[config.mk]
export PLATFORM = sky130hd
export DESIGN_NAME = timer1_irq_dead_time
export DESIGN_NICKNAME = d
export VERILOG_FILES = /design/src/design/timer1_pkg.sv /design/src/design/dead_time_gen.sv /design/src/design/timer1_irq_dead_time.sv
export SDC_FILE = /design/constraint.sdc
export NUM_CORES = 1
export LEC_CHECK = 0
export ABC_AREA = 1
export ABC_CLOCK_PERIOD_IN_PS = 6500
export BUFFER_PORTS_ARGS = -buffer_cell sky130_fd_sc_hd__clkbuf_2
export CAP_MARGIN = 30
export CORE_MARGIN = 8
export CORE_UTILIZATION = 55
export DETAILED_ROUTE_END_ITERATION = 8
export MAX_ROUTING_LAYER = met4
export PLACE_DENSITY = 0.84
export SLEW_MARGIN = 30
export SYNTH_ARGS = -nofsm -noshare
export SYNTH_HDL_FRONTEND = slang
export SYNTH_SLANG_ARGS = --single-unit
[constraint.sdc]
create_clock -name clock -period 6.5 [get_ports clock]
set_input_delay 1.3 -clock clock [delete_from_list [all_inputs] [get_ports clock]]
set_output_delay 1.3 -clock clock [all_outputs]
set_load 0.02 [all_outputs]
[src/design/timer1_pkg.sv]
// constants and types for the timer interrupt and dead-time block
`default_nettype none
package timer1_pkg;
    // processor i/o address space
    localparam int ADDR_W = 6;
    localparam int DATA_W = 8;
    localparam logic [ADDR_W-1:0] DEAD_TIME_ADDR = 6'h24;
    localparam logic [ADDR_W-1:0] IRQ_MASK_ADDR = 6'h39;
    localparam logic [ADDR_W-1:0] IRQ_FLAGS_ADDR = 6'h38;
    localparam logic [DATA_W-1:0] REG_RESET = 8'h00;
    localparam logic [DATA_W-1:0] READ_ZERO = 8'h00;

    // bit positions shared by mask and flag registers
    localparam int CMP_D_BIT = 7;
    localparam int CMP_A_BIT = 6;
    localparam int CMP_B_BIT = 5;
    localparam int OVERFLOW_BIT = 2;
    localparam logic [DATA_W-1:0] FLAG_BITS_USED = 8'he4;

    // interrupt vectors of this timer
    localparam int VEC_W = 6;
    localparam logic [VEC_W-1:0] VEC_CMP_D = 6'h10;
    localparam logic [VEC_W-1:0] VEC_CMP_A = 6'h03;
    localparam logic [VEC_W-1:0] VEC_CMP_B = 6'h09;
    localparam logic [VEC_W-1:0] VEC_OVERFLOW = 6'h04;

    // counter and dead-time widths
    localparam int COUNT_W = 10;
    localparam int DT_W = 4;
    localparam logic [DT_W-1:0] DT_ZERO = 4'h0;
    localparam logic [DT_W-1:0] DT_ONE = 4'h1;
    localparam int CHANNELS = 3;

    // waveform mode select: wgm bit 0 set in pwm selects the bottom-wrap modes
    localparam int WGM_BOTTOM_BIT = 0;

    // dead-time register fields
    typedef struct packed {
        logic [DT_W-1:0] true_output;
        logic [DT_W-1:0] inverted_output;
    } dead_time_t;

    // interrupt request lines, one per vector
    typedef struct packed {
        logic cmp_d;
        logic cmp_a;
        logic cmp_b;
        logic overflow;
    } irq_req_t;

    // compare values from the counter core
    typedef struct packed {
        logic [COUNT_W-1:0] d;
        logic [COUNT_W-1:0] b;
        logic [COUNT_W-1:0] a;
    } compare_set_t;
endpackage : timer1_pkg
`default_nettype wire

[src/design/dead_time_gen.sv]
// dead-time generator for one complementary output pair
`default_nettype none
module dead_time_gen (
    input wire logic clock,
    input wire logic rst,
    input wire logic prescale_tick,
    input wire logic wave_in,
    input wire logic [timer1_pkg::DT_W-1:0] true_delay,
    input wire logic [timer1_pkg::DT_W-1:0] inv_delay,
    output logic out_true,
    output logic out_inv
);
    import timer1_pkg::*;

    typedef enum logic [2:0] {
        ST_WAIT = 3'b001,
        ST_TRUE = 3'b010,
        ST_INV = 3'b100
    } dt_state_t;

    dt_state_t state_reg, state_next;
    logic [DT_W-1:0] count_reg, count_next;
    logic wave_reg, wave_next;
    logic true_reg, true_next;
    logic inv_reg, inv_next;

    // any edge of the wave drops both outputs, then the rising side waits its delay
    always_comb begin
        state_next = state_reg;
        count_next = count_reg;
        wave_next = wave_in;
        true_next = true_reg;
        inv_next = inv_reg;
        if (wave_in != wave_reg) begin
            true_next = 1'b0;
            inv_next = 1'b0;
            state_next = ST_WAIT;
            count_next = wave_in ? true_delay : inv_delay;
        end else begin
            case (state_reg)
                ST_WAIT: begin
                    // delay counted in prescaled timer clocks, 0 to 15
                    if (count_reg == DT_ZERO) begin
                        state_next = wave_reg ? ST_TRUE : ST_INV;
                        true_next = wave_reg;
                        inv_next = ~wave_reg;
                    end else if (prescale_tick) begin
                        count_next = count_reg - DT_ONE;
                    end
                end
                ST_TRUE: begin
                    true_next = 1'b1;
                    inv_next = 1'b0;
                end
                ST_INV: begin
                    true_next = 1'b0;
                    inv_next = 1'b1;
                end
                default: begin
                    state_next = ST_WAIT;
                    true_next = 1'b0;
                    inv_next = 1'b0;
                end
            endcase
        end
    end

    // state registers
    always_ff @(posedge clock or posedge rst) begin
        if (rst) begin
            state_reg <= ST_WAIT;
            count_reg <= DT_ZERO;
            wave_reg <= 1'b0;
            true_reg <= 1'b0;
            inv_reg <= 1'b0;
        end else begin
            state_reg <= state_next;
            count_reg <= count_next;
            wave_reg <= wave_next;
            true_reg <= true_next;
            inv_reg <= inv_next;
        end
    end

    assign out_true = true_reg;
    assign out_inv = inv_reg;
endmodule : dead_time_gen
`default_nettype wire

[src/design/timer1_irq_dead_time.sv]
// interrupt mask, interrupt flags and dead-time logic of the fast timer
`default_nettype none
module timer1_irq_dead_time (
    input wire logic clock,
    input wire logic rst,
    // processor i/o register port
    input wire logic [timer1_pkg::ADDR_W-1:0] io_addr,
    input wire logic [timer1_pkg::DATA_W-1:0] io_wdata,
    input wire logic io_write,
    input wire logic io_read,
    output logic [timer1_pkg::DATA_W-1:0] io_rdata,
    // processor interrupt side
    input wire logic global_irq_enable,
    input wire logic vector_taken,
    input wire logic [timer1_pkg::VEC_W-1:0] vector_number,
    output timer1_pkg::irq_req_t irq_request,
    // counter core side
    input wire logic [timer1_pkg::COUNT_W-1:0] counter_value,
    input wire logic count_step,
    input wire timer1_pkg::compare_set_t compare_value,
    input wire logic top_wrap,
    input wire logic bottom_load,
    input wire logic pwm_mode,
    input wire logic [1:0] wgm_mode,
    input wire logic prescale_tick,
    input wire logic [timer1_pkg::CHANNELS-1:0] wave_in,
    output logic [timer1_pkg::CHANNELS-1:0] compare_output_pin,
    output logic [timer1_pkg::CHANNELS-1:0] compare_output_pin_n
);
    import timer1_pkg::*;

    ////////////////////////////////////////////////////////////////////////
    // helpers

    // a match counts only when the counter itself stepped onto the value
    function automatic logic counted_match(input logic step, input logic [COUNT_W-1:0] cnt,
                                           input logic [COUNT_W-1:0] cmp);
        counted_match = step && (cnt == cmp);
    endfunction : counted_match

    // true when a register write hits the given address
    function automatic logic write_hit(input logic wr, input logic [ADDR_W-1:0] addr,
                                       input logic [ADDR_W-1:0] target);
        write_hit = wr && (addr == target);
    endfunction : write_hit

    // next value of one sticky flag: the set beats any clear
    function automatic logic flag_update(input logic cur, input logic set_evt, input logic clr_evt);
        flag_update = set_evt | (cur & ~clr_evt);
    endfunction : flag_update

    // true when the processor executes the given vector this cycle
    function automatic logic vector_hit(input logic taken, input logic [VEC_W-1:0] num,
                                        input logic [VEC_W-1:0] target);
        vector_hit = taken && (num == target);
    endfunction : vector_hit

    // a request needs the global bit, its enable and its flag together
    function automatic logic irq_gate(input logic global_en, input logic enable, input logic flag);
        irq_gate = global_en & enable & flag;
    endfunction : irq_gate

    ////////////////////////////////////////////////////////////////////////
    // state

    // control registers
    logic [DATA_W-1:0] mask_reg;
    logic [DATA_W-1:0] mask_next;
    dead_time_t dead_time_reg;
    dead_time_t dead_time_next;
    // flag state and its pipeline
    logic [DATA_W-1:0] flags_reg;
    logic [DATA_W-1:0] flags_next;
    logic [DATA_W-1:0] clr_pend_reg;
    logic [DATA_W-1:0] clr_pend_next;
    logic [DATA_W-1:0] event_reg;
    logic [DATA_W-1:0] event_next;
    logic [DATA_W-1:0] vec_clear;
    logic overflow_event;
    // read port
    logic [DATA_W-1:0] rdata_reg;
    logic [DATA_W-1:0] rdata_next;

    ////////////////////////////////////////////////////////////////////////
    // event capture

    // overflow source depends on the waveform mode
    always_comb begin
        if (pwm_mode && wgm_mode[WGM_BOTTOM_BIT]) begin
            overflow_event = bottom_load;
        end else begin
            overflow_event = top_wrap;
        end
    end

    // compare and overflow events, held one cycle as the synchronisation delay
    always_comb begin
        event_next = READ_ZERO;
        event_next[CMP_D_BIT] = counted_match(count_step, counter_value, compare_value.d);
        event_next[CMP_A_BIT] = counted_match(count_step, counter_value, compare_value.a);
        event_next[CMP_B_BIT] = counted_match(count_step, counter_value, compare_value.b);
        event_next[OVERFLOW_BIT] = overflow_event;
    end

    // event stage: this register is the synchronisation delay before a flag sets
    always_ff @(posedge clock or posedge rst) begin
        if (rst) begin
            event_reg <= REG_RESET;
        end else begin
            event_reg <= event_next;
        end
    end

    ////////////////////////////////////////////////////////////////////////
    // register file

    // vector execution clears the matching flag in the same cycle
    always_comb begin
        vec_clear = READ_ZERO;
        vec_clear[CMP_D_BIT] = vector_hit(vector_taken, vector_number, VEC_CMP_D);
        vec_clear[CMP_A_BIT] = vector_hit(vector_taken, vector_number, VEC_CMP_A);
        vec_clear[CMP_B_BIT] = vector_hit(vector_taken, vector_number, VEC_CMP_B);
        vec_clear[OVERFLOW_BIT] = vector_hit(vector_taken, vector_number, VEC_OVERFLOW);
    end

    // mask register: every bit read/write, the other timer's bits kept as written
    always_comb begin
        mask_next = mask_reg;
        if (write_hit(io_write, io_addr, IRQ_MASK_ADDR)) begin
            mask_next = io_wdata;
        end
    end

    // mask register stage
    always_ff @(posedge clock or posedge rst) begin
        if (rst) begin
            mask_reg <= REG_RESET;
        end else begin
            mask_reg <= mask_next;
        end
    end

    // dead-time register: upper field for the true output, lower for the inverted one
    always_comb begin
        dead_time_next = dead_time_reg;
        if (write_hit(io_write, io_addr, DEAD_TIME_ADDR)) begin
            dead_time_next.true_output = io_wdata[DATA_W-1:DT_W];
            dead_time_next.inverted_output = io_wdata[DT_W-1:0];
        end
    end

    // dead-time register stage
    always_ff @(posedge clock or posedge rst) begin
        if (rst) begin
            dead_time_reg <= REG_RESET;
        end else begin
            dead_time_reg <= dead_time_next;
        end
    end

    ////////////////////////////////////////////////////////////////////////
    // interrupt flags

    // a written one waits here for one cycle before it clears its flag
    always_comb begin
        clr_pend_next = READ_ZERO;
        if (write_hit(io_write, io_addr, IRQ_FLAGS_ADDR)) begin
            clr_pend_next = io_wdata & FLAG_BITS_USED;
        end
    end

    // clear pending stage
    always_ff @(posedge clock or posedge rst) begin
        if (rst) begin
            clr_pend_reg <= REG_RESET;
        end else begin
            clr_pend_reg <= clr_pend_next;
        end
    end

    // sticky flags: a set beats a clear that falls in the same cycle
    always_comb begin
        flags_next = READ_ZERO;
        for (int i = 0; i < DATA_W; i++) begin
            // cleared by vector or written one
            flags_next[i] = flag_update(flags_reg[i], event_reg[i], clr_pend_reg[i] | vec_clear[i]);
        end
        // unused flag positions never set and read as zero
        flags_next = flags_next & FLAG_BITS_USED;
    end

    // flag register stage
    always_ff @(posedge clock or posedge rst) begin
        if (rst) begin
            flags_reg <= REG_RESET;
        end else begin
            flags_reg <= flags_next;
        end
    end

    ////////////////////////////////////////////////////////////////////////
    // read port

    // read data registered, unmapped addresses return zero
    always_comb begin
        rdata_next = rdata_reg;
        if (io_read) begin
            case (io_addr)
                IRQ_MASK_ADDR: rdata_next = mask_reg;
                DEAD_TIME_ADDR: rdata_next = dead_time_reg;
                IRQ_FLAGS_ADDR: rdata_next = flags_reg;
                default: rdata_next = READ_ZERO;
            endcase
        end
    end

    // read data stage: the value holds until the next read
    always_ff @(posedge clock or posedge rst) begin
        if (rst) begin
            rdata_reg <= REG_RESET;
        end else begin
            rdata_reg <= rdata_next;
        end
    end

    assign io_rdata = rdata_reg;

    ////////////////////////////////////////////////////////////////////////
    // interrupt requests

    // each request needs the global bit, its enable and its flag
    always_comb begin
        irq_request.cmp_d = irq_gate(global_irq_enable, mask_reg[CMP_D_BIT], flags_reg[CMP_D_BIT]);
        irq_request.cmp_a = irq_gate(global_irq_enable, mask_reg[CMP_A_BIT], flags_reg[CMP_A_BIT]);
        irq_request.cmp_b = irq_gate(global_irq_enable, mask_reg[CMP_B_BIT], flags_reg[CMP_B_BIT]);
        irq_request.overflow = irq_gate(global_irq_enable, mask_reg[OVERFLOW_BIT], flags_reg[OVERFLOW_BIT]);
    end

    ////////////////////////////////////////////////////////////////////////
    // dead-time generators

    // both delays come straight from the register fields
    logic [DT_W-1:0] true_delay;
    logic [DT_W-1:0] inv_delay;
    assign true_delay = dead_time_reg.true_output;
    assign inv_delay = dead_time_reg.inverted_output;

    // one generator per channel, all sharing the dead-time register
    for (genvar ch = 0; ch < CHANNELS; ch++) begin : g_dead_time
        dead_time_gen i_dead_time_gen (
            .clock(clock),
            .rst(rst),
            .prescale_tick(prescale_tick),
            .wave_in(wave_in[ch]),
            .true_delay(true_delay),
            .inv_delay(inv_delay),
            .out_true(compare_output_pin[ch]),
            .out_inv(compare_output_pin_n[ch])
        );
    end
endmodule : timer1_irq_dead_time
`default_nettype wire

==> results.md, run 1 <==
* CP Max Fanout at 4
* Share of cells above drive strength 1 at 22.8%
* Max-slew violations at 0
* Number of flip-flops in the largest register at 12
* Row count at 31
* Clock-pin slew on the worst setup and hold paths at ~70 ps
* WP data required at roughly 5200 ps
* IR drop worst, VDD at between 0.0001 and 0.00015 V
* Total track usage at 19.9%
* Vias at around 3.7k
* Most common cell after layout, fill and taps aside: nand2_1
* Startpoint Class: input port
* Die Y-Extent at 101 µm
* Logic pwr share at between 30 and 40%
* Top FF cell, synth: dfrtp_1
* Initial core utilization at between 50% and 60%
* #FFs+latches synth at 66
* Final ANT Viol Nets at 0
* Final period utilization at between 40% and 50%
* Mapped Cells at 541
* Place WS at 3460 ps
* Sequential Power Share at around 45%
* Clk pwr share at roughly 25%
* Final setup violating endpoints at 0
* Post-synthesis cell area at just under 4000 µm²
* Main area contributors after synthesis: dfrtp_1 (40%), nand2_1 (15%), inv_1 (8.3%), nand3_1 (8.2%), nor2_1 (3.9%)
* WL final at ~9300 µm
* IO Port Bufs at 92
* Min Tclk post-route at between 3000 and 4000 ps
* Most frequent cells in the layout: nand2_1 (157), clkbuf_2 (92), inv_1 (87), nand3_1 (65), dfrtp_1 (63)
* Clock skew at 3.02 ps
* First-pass GRT wire length at approximately 16,000 µm
* Crit path DAT at ~1700 ps
* Largest net degree at the start of global routing at 67
* Run status: finished, final reports clean
* Register area share after synthesis at 41.7%
* Initial antenna violation count at 0
* Clock Tree Buf Depth at 2
* Worst setup margin at 3460 ps
* Grt total ovfl at 0
* Util after Layout at roughly 65%
* Share of the synthesized area in the top cell type at between 30% and 40%
* CTS tree: yes
* Die footprint at about 10,000 µm²
* RD Place Congestion at 0.869
* Post-synthesis net count at 620
* Nets at 709
* Crit end category: output port
* First-pass iteration count of the detailed router at 5
* Unrepaired setup endpoints after global routing: false
* Sw frac at 36.9%
* Drt first-iter violations at ~260
* CTS H-tree depth at 3
* Number of cells upsized or downsized after cts at 0
* FMAX at around 330 MHz
* Hold Fails Final Rpt at 0
* Leakage at 2.61 nW
* Vias in the first global route at approximately 3.8k
* Clk_lat worst skew at approximately 350 ps
* Min-Delay Path Class: reg2reg
* Int Pwr at between 0.7 and 0.8 mW
* CTS Root Cell: clkbuf_8
* Total clock sinks at 66
* Power per Cell Area at ~270 nW/µm²
* Slew @ Worst Pin at 838 ps
* Num CTS Buffers at 9
* CTS Hold Bufs at 0
* Number of fill cells at ~650
* Inserted Diodes at 0
* Yosys top cell by area: dfrtp_1
* Syn_area_per_cell at roughly 7.3 µm²
* Core area at 7140 µm²
* Max Cap Viol at 0
* Netlist cell types at 33
* Die Wd at between 100 and 150 µm
* EDFF count, synth at 0
* Via density at ~5
* Per-cell routed wire length at 12.6 µm
* Hpwl dp at around 7000 µm
* Post-CTS Setup Bufs at 0
* Drc violations at 0
* Synth warnings at 0
* Reg2reg setup slack at 4850 ps
* Setup TNS Final at 0 ps
* Area grow syn2layout at 16.1%
* Slew margin rel. at between 40% and 50%
* Setup Crit Path Kind: in2out
* IO Pins at 94
* Fraction of registers with async set/reset at 100%
* NetSw at 0.451 mW
## cell families after synthesis
kind of cell               after synthesis  share of synthesized area (%)
xor gates and xnor gates                17                           4.22
AOI/OAI and AO/OA                       61                           9.76
DFF                                     66                           41.7
adders and majority gates                3                          0.945
and+or+nand+nor                        291                           31.9
buffers and inverters                  103                           11.5
## Yosys cell counts (2+ instances only)
cell type  count
inv_1         88
buf_6          3
nand2_2        6
dfstp_2        3
xnor2_1       15
ha_1           3
or2_2          2
nor2_1        41
a21oi_1        5
o21ai_2       16
nor2_4         3
nand4_1        8
buf_2          2
nand2_1      157
o22ai_1        5
buf_4          7
nand3_1       65
nor3_1         2
dfrtp_1       63
o211ai_1       4
nor2_2         4
o21ai_0       28
## final timing paths
kind                       cells past startpoint                                          end                                    start
setup / recovery                               4                               irq_request[3]                        global_irq_enable
hold / removal                                 2                                 flags_reg[6]                             event_reg[6]
setup reg to reg                               4  g_dead_time[0].i_dead_time_gen.count_reg[2]  g_dead_time[0].i_dead_time_gen.wave_reg
hold reg to reg                                2                                 flags_reg[6]                             event_reg[6]
max in group asynchronous                      3                              clr_pend_reg[5]                                      rst
min in group asynchronous                      3                                  io_rdata[7]                                      rst
## metrics by stage
stage / instance area (µm²) / total power [mW] / hold WS, ps / cells
floorplan: 3970 / 0.824 / 404 / 541
global placement: 4440 / 0.901 / 413 / 718
detailed placement: 4440 / 0.923 / 421 / 718
CTS: 4610 / 1.23 / 436 / 734
global route: 4610 / 1.31 / 455 / 734
finish: 4610 / 1.22 / 433 / 734
## worst max-delay path: stages
cell      delay [ps]
clkbuf_2          70
inv_1             60
nor2_1           120
clkbuf_2         180
## metal layers
metal	share of wire (%)	track usage, %	vias up
met3	5.2	4.42	16
met5	0	-	-
met4	2.0	8.13	0
li1	-	-	1880
met1	42	21.9	1725
met2	50	34.1	100
## area by class of cell
class                           count  area [µm²]  share of cell area (%)
Sequential cell                    66        1660                    35.9
Multi-Input combinational cell    372        1860                    40.4
Tap cell                           99         124                    2.69
Inverter                           88         330                    7.16
Clock buffer                       11         141                    3.07
Clock inverter                      5        30.0                   0.651
Timing Repair Buffer               93         468                    10.1
## power by group through the flow
stage                     logic, mW  clock network (mW)  registers (mW)
after floorplan               0.287                   0           0.538
after global placement        0.350                   0           0.551
after detailed placement      0.367                   0           0.555
after CTS                     0.371               0.308           0.548
after global routing          0.424               0.327           0.560
final                         0.369               0.304           0.550
Power figures use the tool's default switching activity.
==> run 2: changes to the inputs <==
Settings changed: ABC_CLOCK_PERIOD_IN_PS 6500 to 3000, CORE_UTILIZATION 55 to 54, PLACE_DENSITY 0.84 to 0.83.
Clock period 6.5 ns to 3 ns, I/O delays scaled along.
==> run 2 against run 1 <==
Hold slack got worse by 190 ps; critical path depth grew 3; sequential power rose by 120%; register-to-register slack got worse by 3500 ps; largest power group unchanged; flip-flop and latch count unchanged; via count fell by 0.97%; clock power rose by 120%; die area up 1.6%; global-route usage grew 0.77 points; critical path type is now in2reg; design area up 0.35%.
==> results.md, run 2 (synthesis gave the netlist of run 1 again) <==
* Drt first-iter violations at 179 (-31%)
* Post-CTS Setup Bufs at 0 (unchanged)
* Number of fill cells at 610 (-6.3%)
* Drc violations at 0 (unchanged)
* Via density at 5.02 (-0.97%)
* Setup TNS Final at 0 ps (unchanged)
* IO Pins at 94 (unchanged)
* Clock-pin slew on the worst setup and hold paths at 70 ps (about the same)
* Row count at 31 (unchanged)
* Final period utilization at 56.3%
* Top delay family on crit path: simple AND/OR/NAND/NOR gates
* Max-slew violations at 0 (unchanged)
* CTS tree: yes
* Min Tclk post-route at approximately 1700 ps
* Critical Path, Cell by Cell: clkbuf_2 -> inv_1 -> nand2_2 -> nor2_4 -> and3_1 -> nand2_1 -> o21ai_2
* Initial antenna violation count at 0 (unchanged)
* Crit path DAT at 1960 ps (+220 ps)
* Critical Path Max Stage Delay at 690 ps (+510 ps)
* FMAX at about 590 MHz
* Per-cell routed wire length at 13.0 µm (+2.5%)
* Largest net degree at the start of global routing at 46 (-31%)
* Setup Crit Path Kind: in2reg
* Total track usage at 20.7% (+0.77 points)
* Hold Fails Final Rpt at 0 (unchanged)
* Cell Count, Final, Fillers Out at 734 (unchanged)
* IO Port Bufs at 92 (unchanged)
* Clock Tree Buf Depth at 2 (unchanged)
* Crit end category: register
* Slew margin rel. at 43.6% (-0.16 points)
* First-pass GRT wire length at 16,500 µm (+4.4%)
* Final setup violating endpoints at 0 (unchanged)
* Die Wd at 102 µm (+0.78%)
* Nets at 709 (unchanged)
* Placed Cells incl. Taps at 718 (unchanged)
* Startpoint Class: input port
* Most frequent cells in the layout: nand2_1 (157), clkbuf_2 (92), inv_1 (87), nand3_1 (65), dfrtp_1 (63)
* Number of flip-flops in the largest register at 12 (unchanged)
* Critical path's slowest cell: and3_1
* WP data required at 3270 ps (-1930 ps)
* Clk_lat worst skew at 350 ps (about the same)
* Min-Delay Path Class: in2async
* Die Y-Extent at 102 µm (+0.78%)
* Vias at 3,685 (-0.97%)
* Die footprint at 10,400 µm² (+1.6%)
* Area grow syn2layout at 16.5%
* Initial core utilization at 55.4% (-0.30 points)
* CTS Hold Bufs at 0 (unchanged)
* Hpwl dp at 7470 µm (+4.1%)
* RD Place Congestion at 0.871 (+0.22%)
* IR drop worst, VDD at 0.000256 V (+150%)
* First-pass iteration count of the detailed router at 4 (-1)
* Reg-to-reg endpoint: g_dead_time[0].i_dead_time_gen.count_reg[0]
* Max Cap Viol at 0 (unchanged)
* Inserted Diodes at 0 (unchanged)
* Number of cells upsized or downsized after cts at 0 (unchanged)
* WL final at 9510 µm (+2.5%)
* Core area at 7180 µm² (+0.54%)
* Share of cells above drive strength 1 at 22.5% (-0.31 points)
* Vias in the first global route at 3,798 (+1.1%)
* Reg-to-reg startpoint: g_dead_time[0].i_dead_time_gen.wave_reg
* Worst Reg-to-Reg Cells at 4 (unchanged)
* Grt total ovfl at 0 (unchanged)
* Clock skew at 8.31 ps (+5.29 ps)
* Run status: finished, final reports clean
* Power per Cell Area at 576 nW/µm² (+120%)
* Slew @ Worst Pin at 840 ps (+2.33 ps)
* Num CTS Buffers at 9 (unchanged)
* CP Max Fanout at 16 (+12)
* CTS H-tree depth at 3 (unchanged)
* Leakage at 2.62 nW (+0.24%)
* Reg2reg setup slack at 1360 ps (-3490 ps)
* Most common cell after layout, fill and taps aside: nand2_1
* WP buf/inv at 2 (-1)
* Stages on worst setup path at 7 (+3)
* Final ANT Viol Nets at 0 (unchanged)
* Unrepaired setup endpoints after global routing: false
* CTS Root Cell: clkbuf_8
* Total clock sinks at 66 (unchanged)
-- run 2: cell type report --
cell class	count	area, µm²	share of cell area (%)
multi-input cells	372	1860	40.2
flip-flops and latches	66	1660	35.8
repair buffers	93	480	10.4
inverters	88	330	7.14
clock buffers	14	163	3.52
well taps	99	124	2.68
clock inverters	2	12.5	0.270
-- run 2: metrics by stage --
step	hold slack, ps	setup slack, ps	area, µm²	utilization, %	total power [mW]
floorplan	404	750	3970	-	1.79
global placement	413	1060	4450	62.0	1.96
detailed placement	420	978	4450	62.0	2.00
CTS	259	1320	4630	64.5	2.67
global route	280	1160	4630	64.5	2.85
finish	243	1310	4630	64.5	2.66
-- run 2: worst register-to-register path, stage by stage (launching register included) --
cell and delay [ps]:
dfrtp_1 440, xnor2_1 690, nand2_1 230, nand2_1 110, nand2_1 50
-- run 2: power breakdown --
| group | switching (mW) | total [mW] | internal, mW |
|---|---|---|---|
| Combinational | 0.501 | 0.798 | 0.297 |
| Sequential | 0.137 | 1.20 | 1.06 |
| Clock | 0.325 | 0.669 | 0.345 |
| Total | 0.962 | 2.66 | 1.70 |
-- run 2: worst max-delay path by stage --
stage / from / endpoint / slack (ps)
2_1_floorplan: rst / clr_pend_reg[2] / 750
3_3_place_gp: io_addr[0] / true_delay[2] / 1060
3_5_place_dp: io_addr[0] / true_delay[0] / 980
4_1_cts: flags_reg[7] / irq_request[3] / 1320
5_1_grt: io_addr[0] / true_delay[2] / 1160
6_report: io_addr[0] / true_delay[0] / 1310
-- run 2: metal layers --
layer | global-route usage [%] | part of all wire, % | vias up
met3 | 3.78 | 5.8 | 18
met5 | - | 0 | -
met2 | 35.0 | 50 | 102
li1 | - | - | 1880
met1 | 23.4 | 43 | 1685
met4 | 8.71 | 1.6 | 0
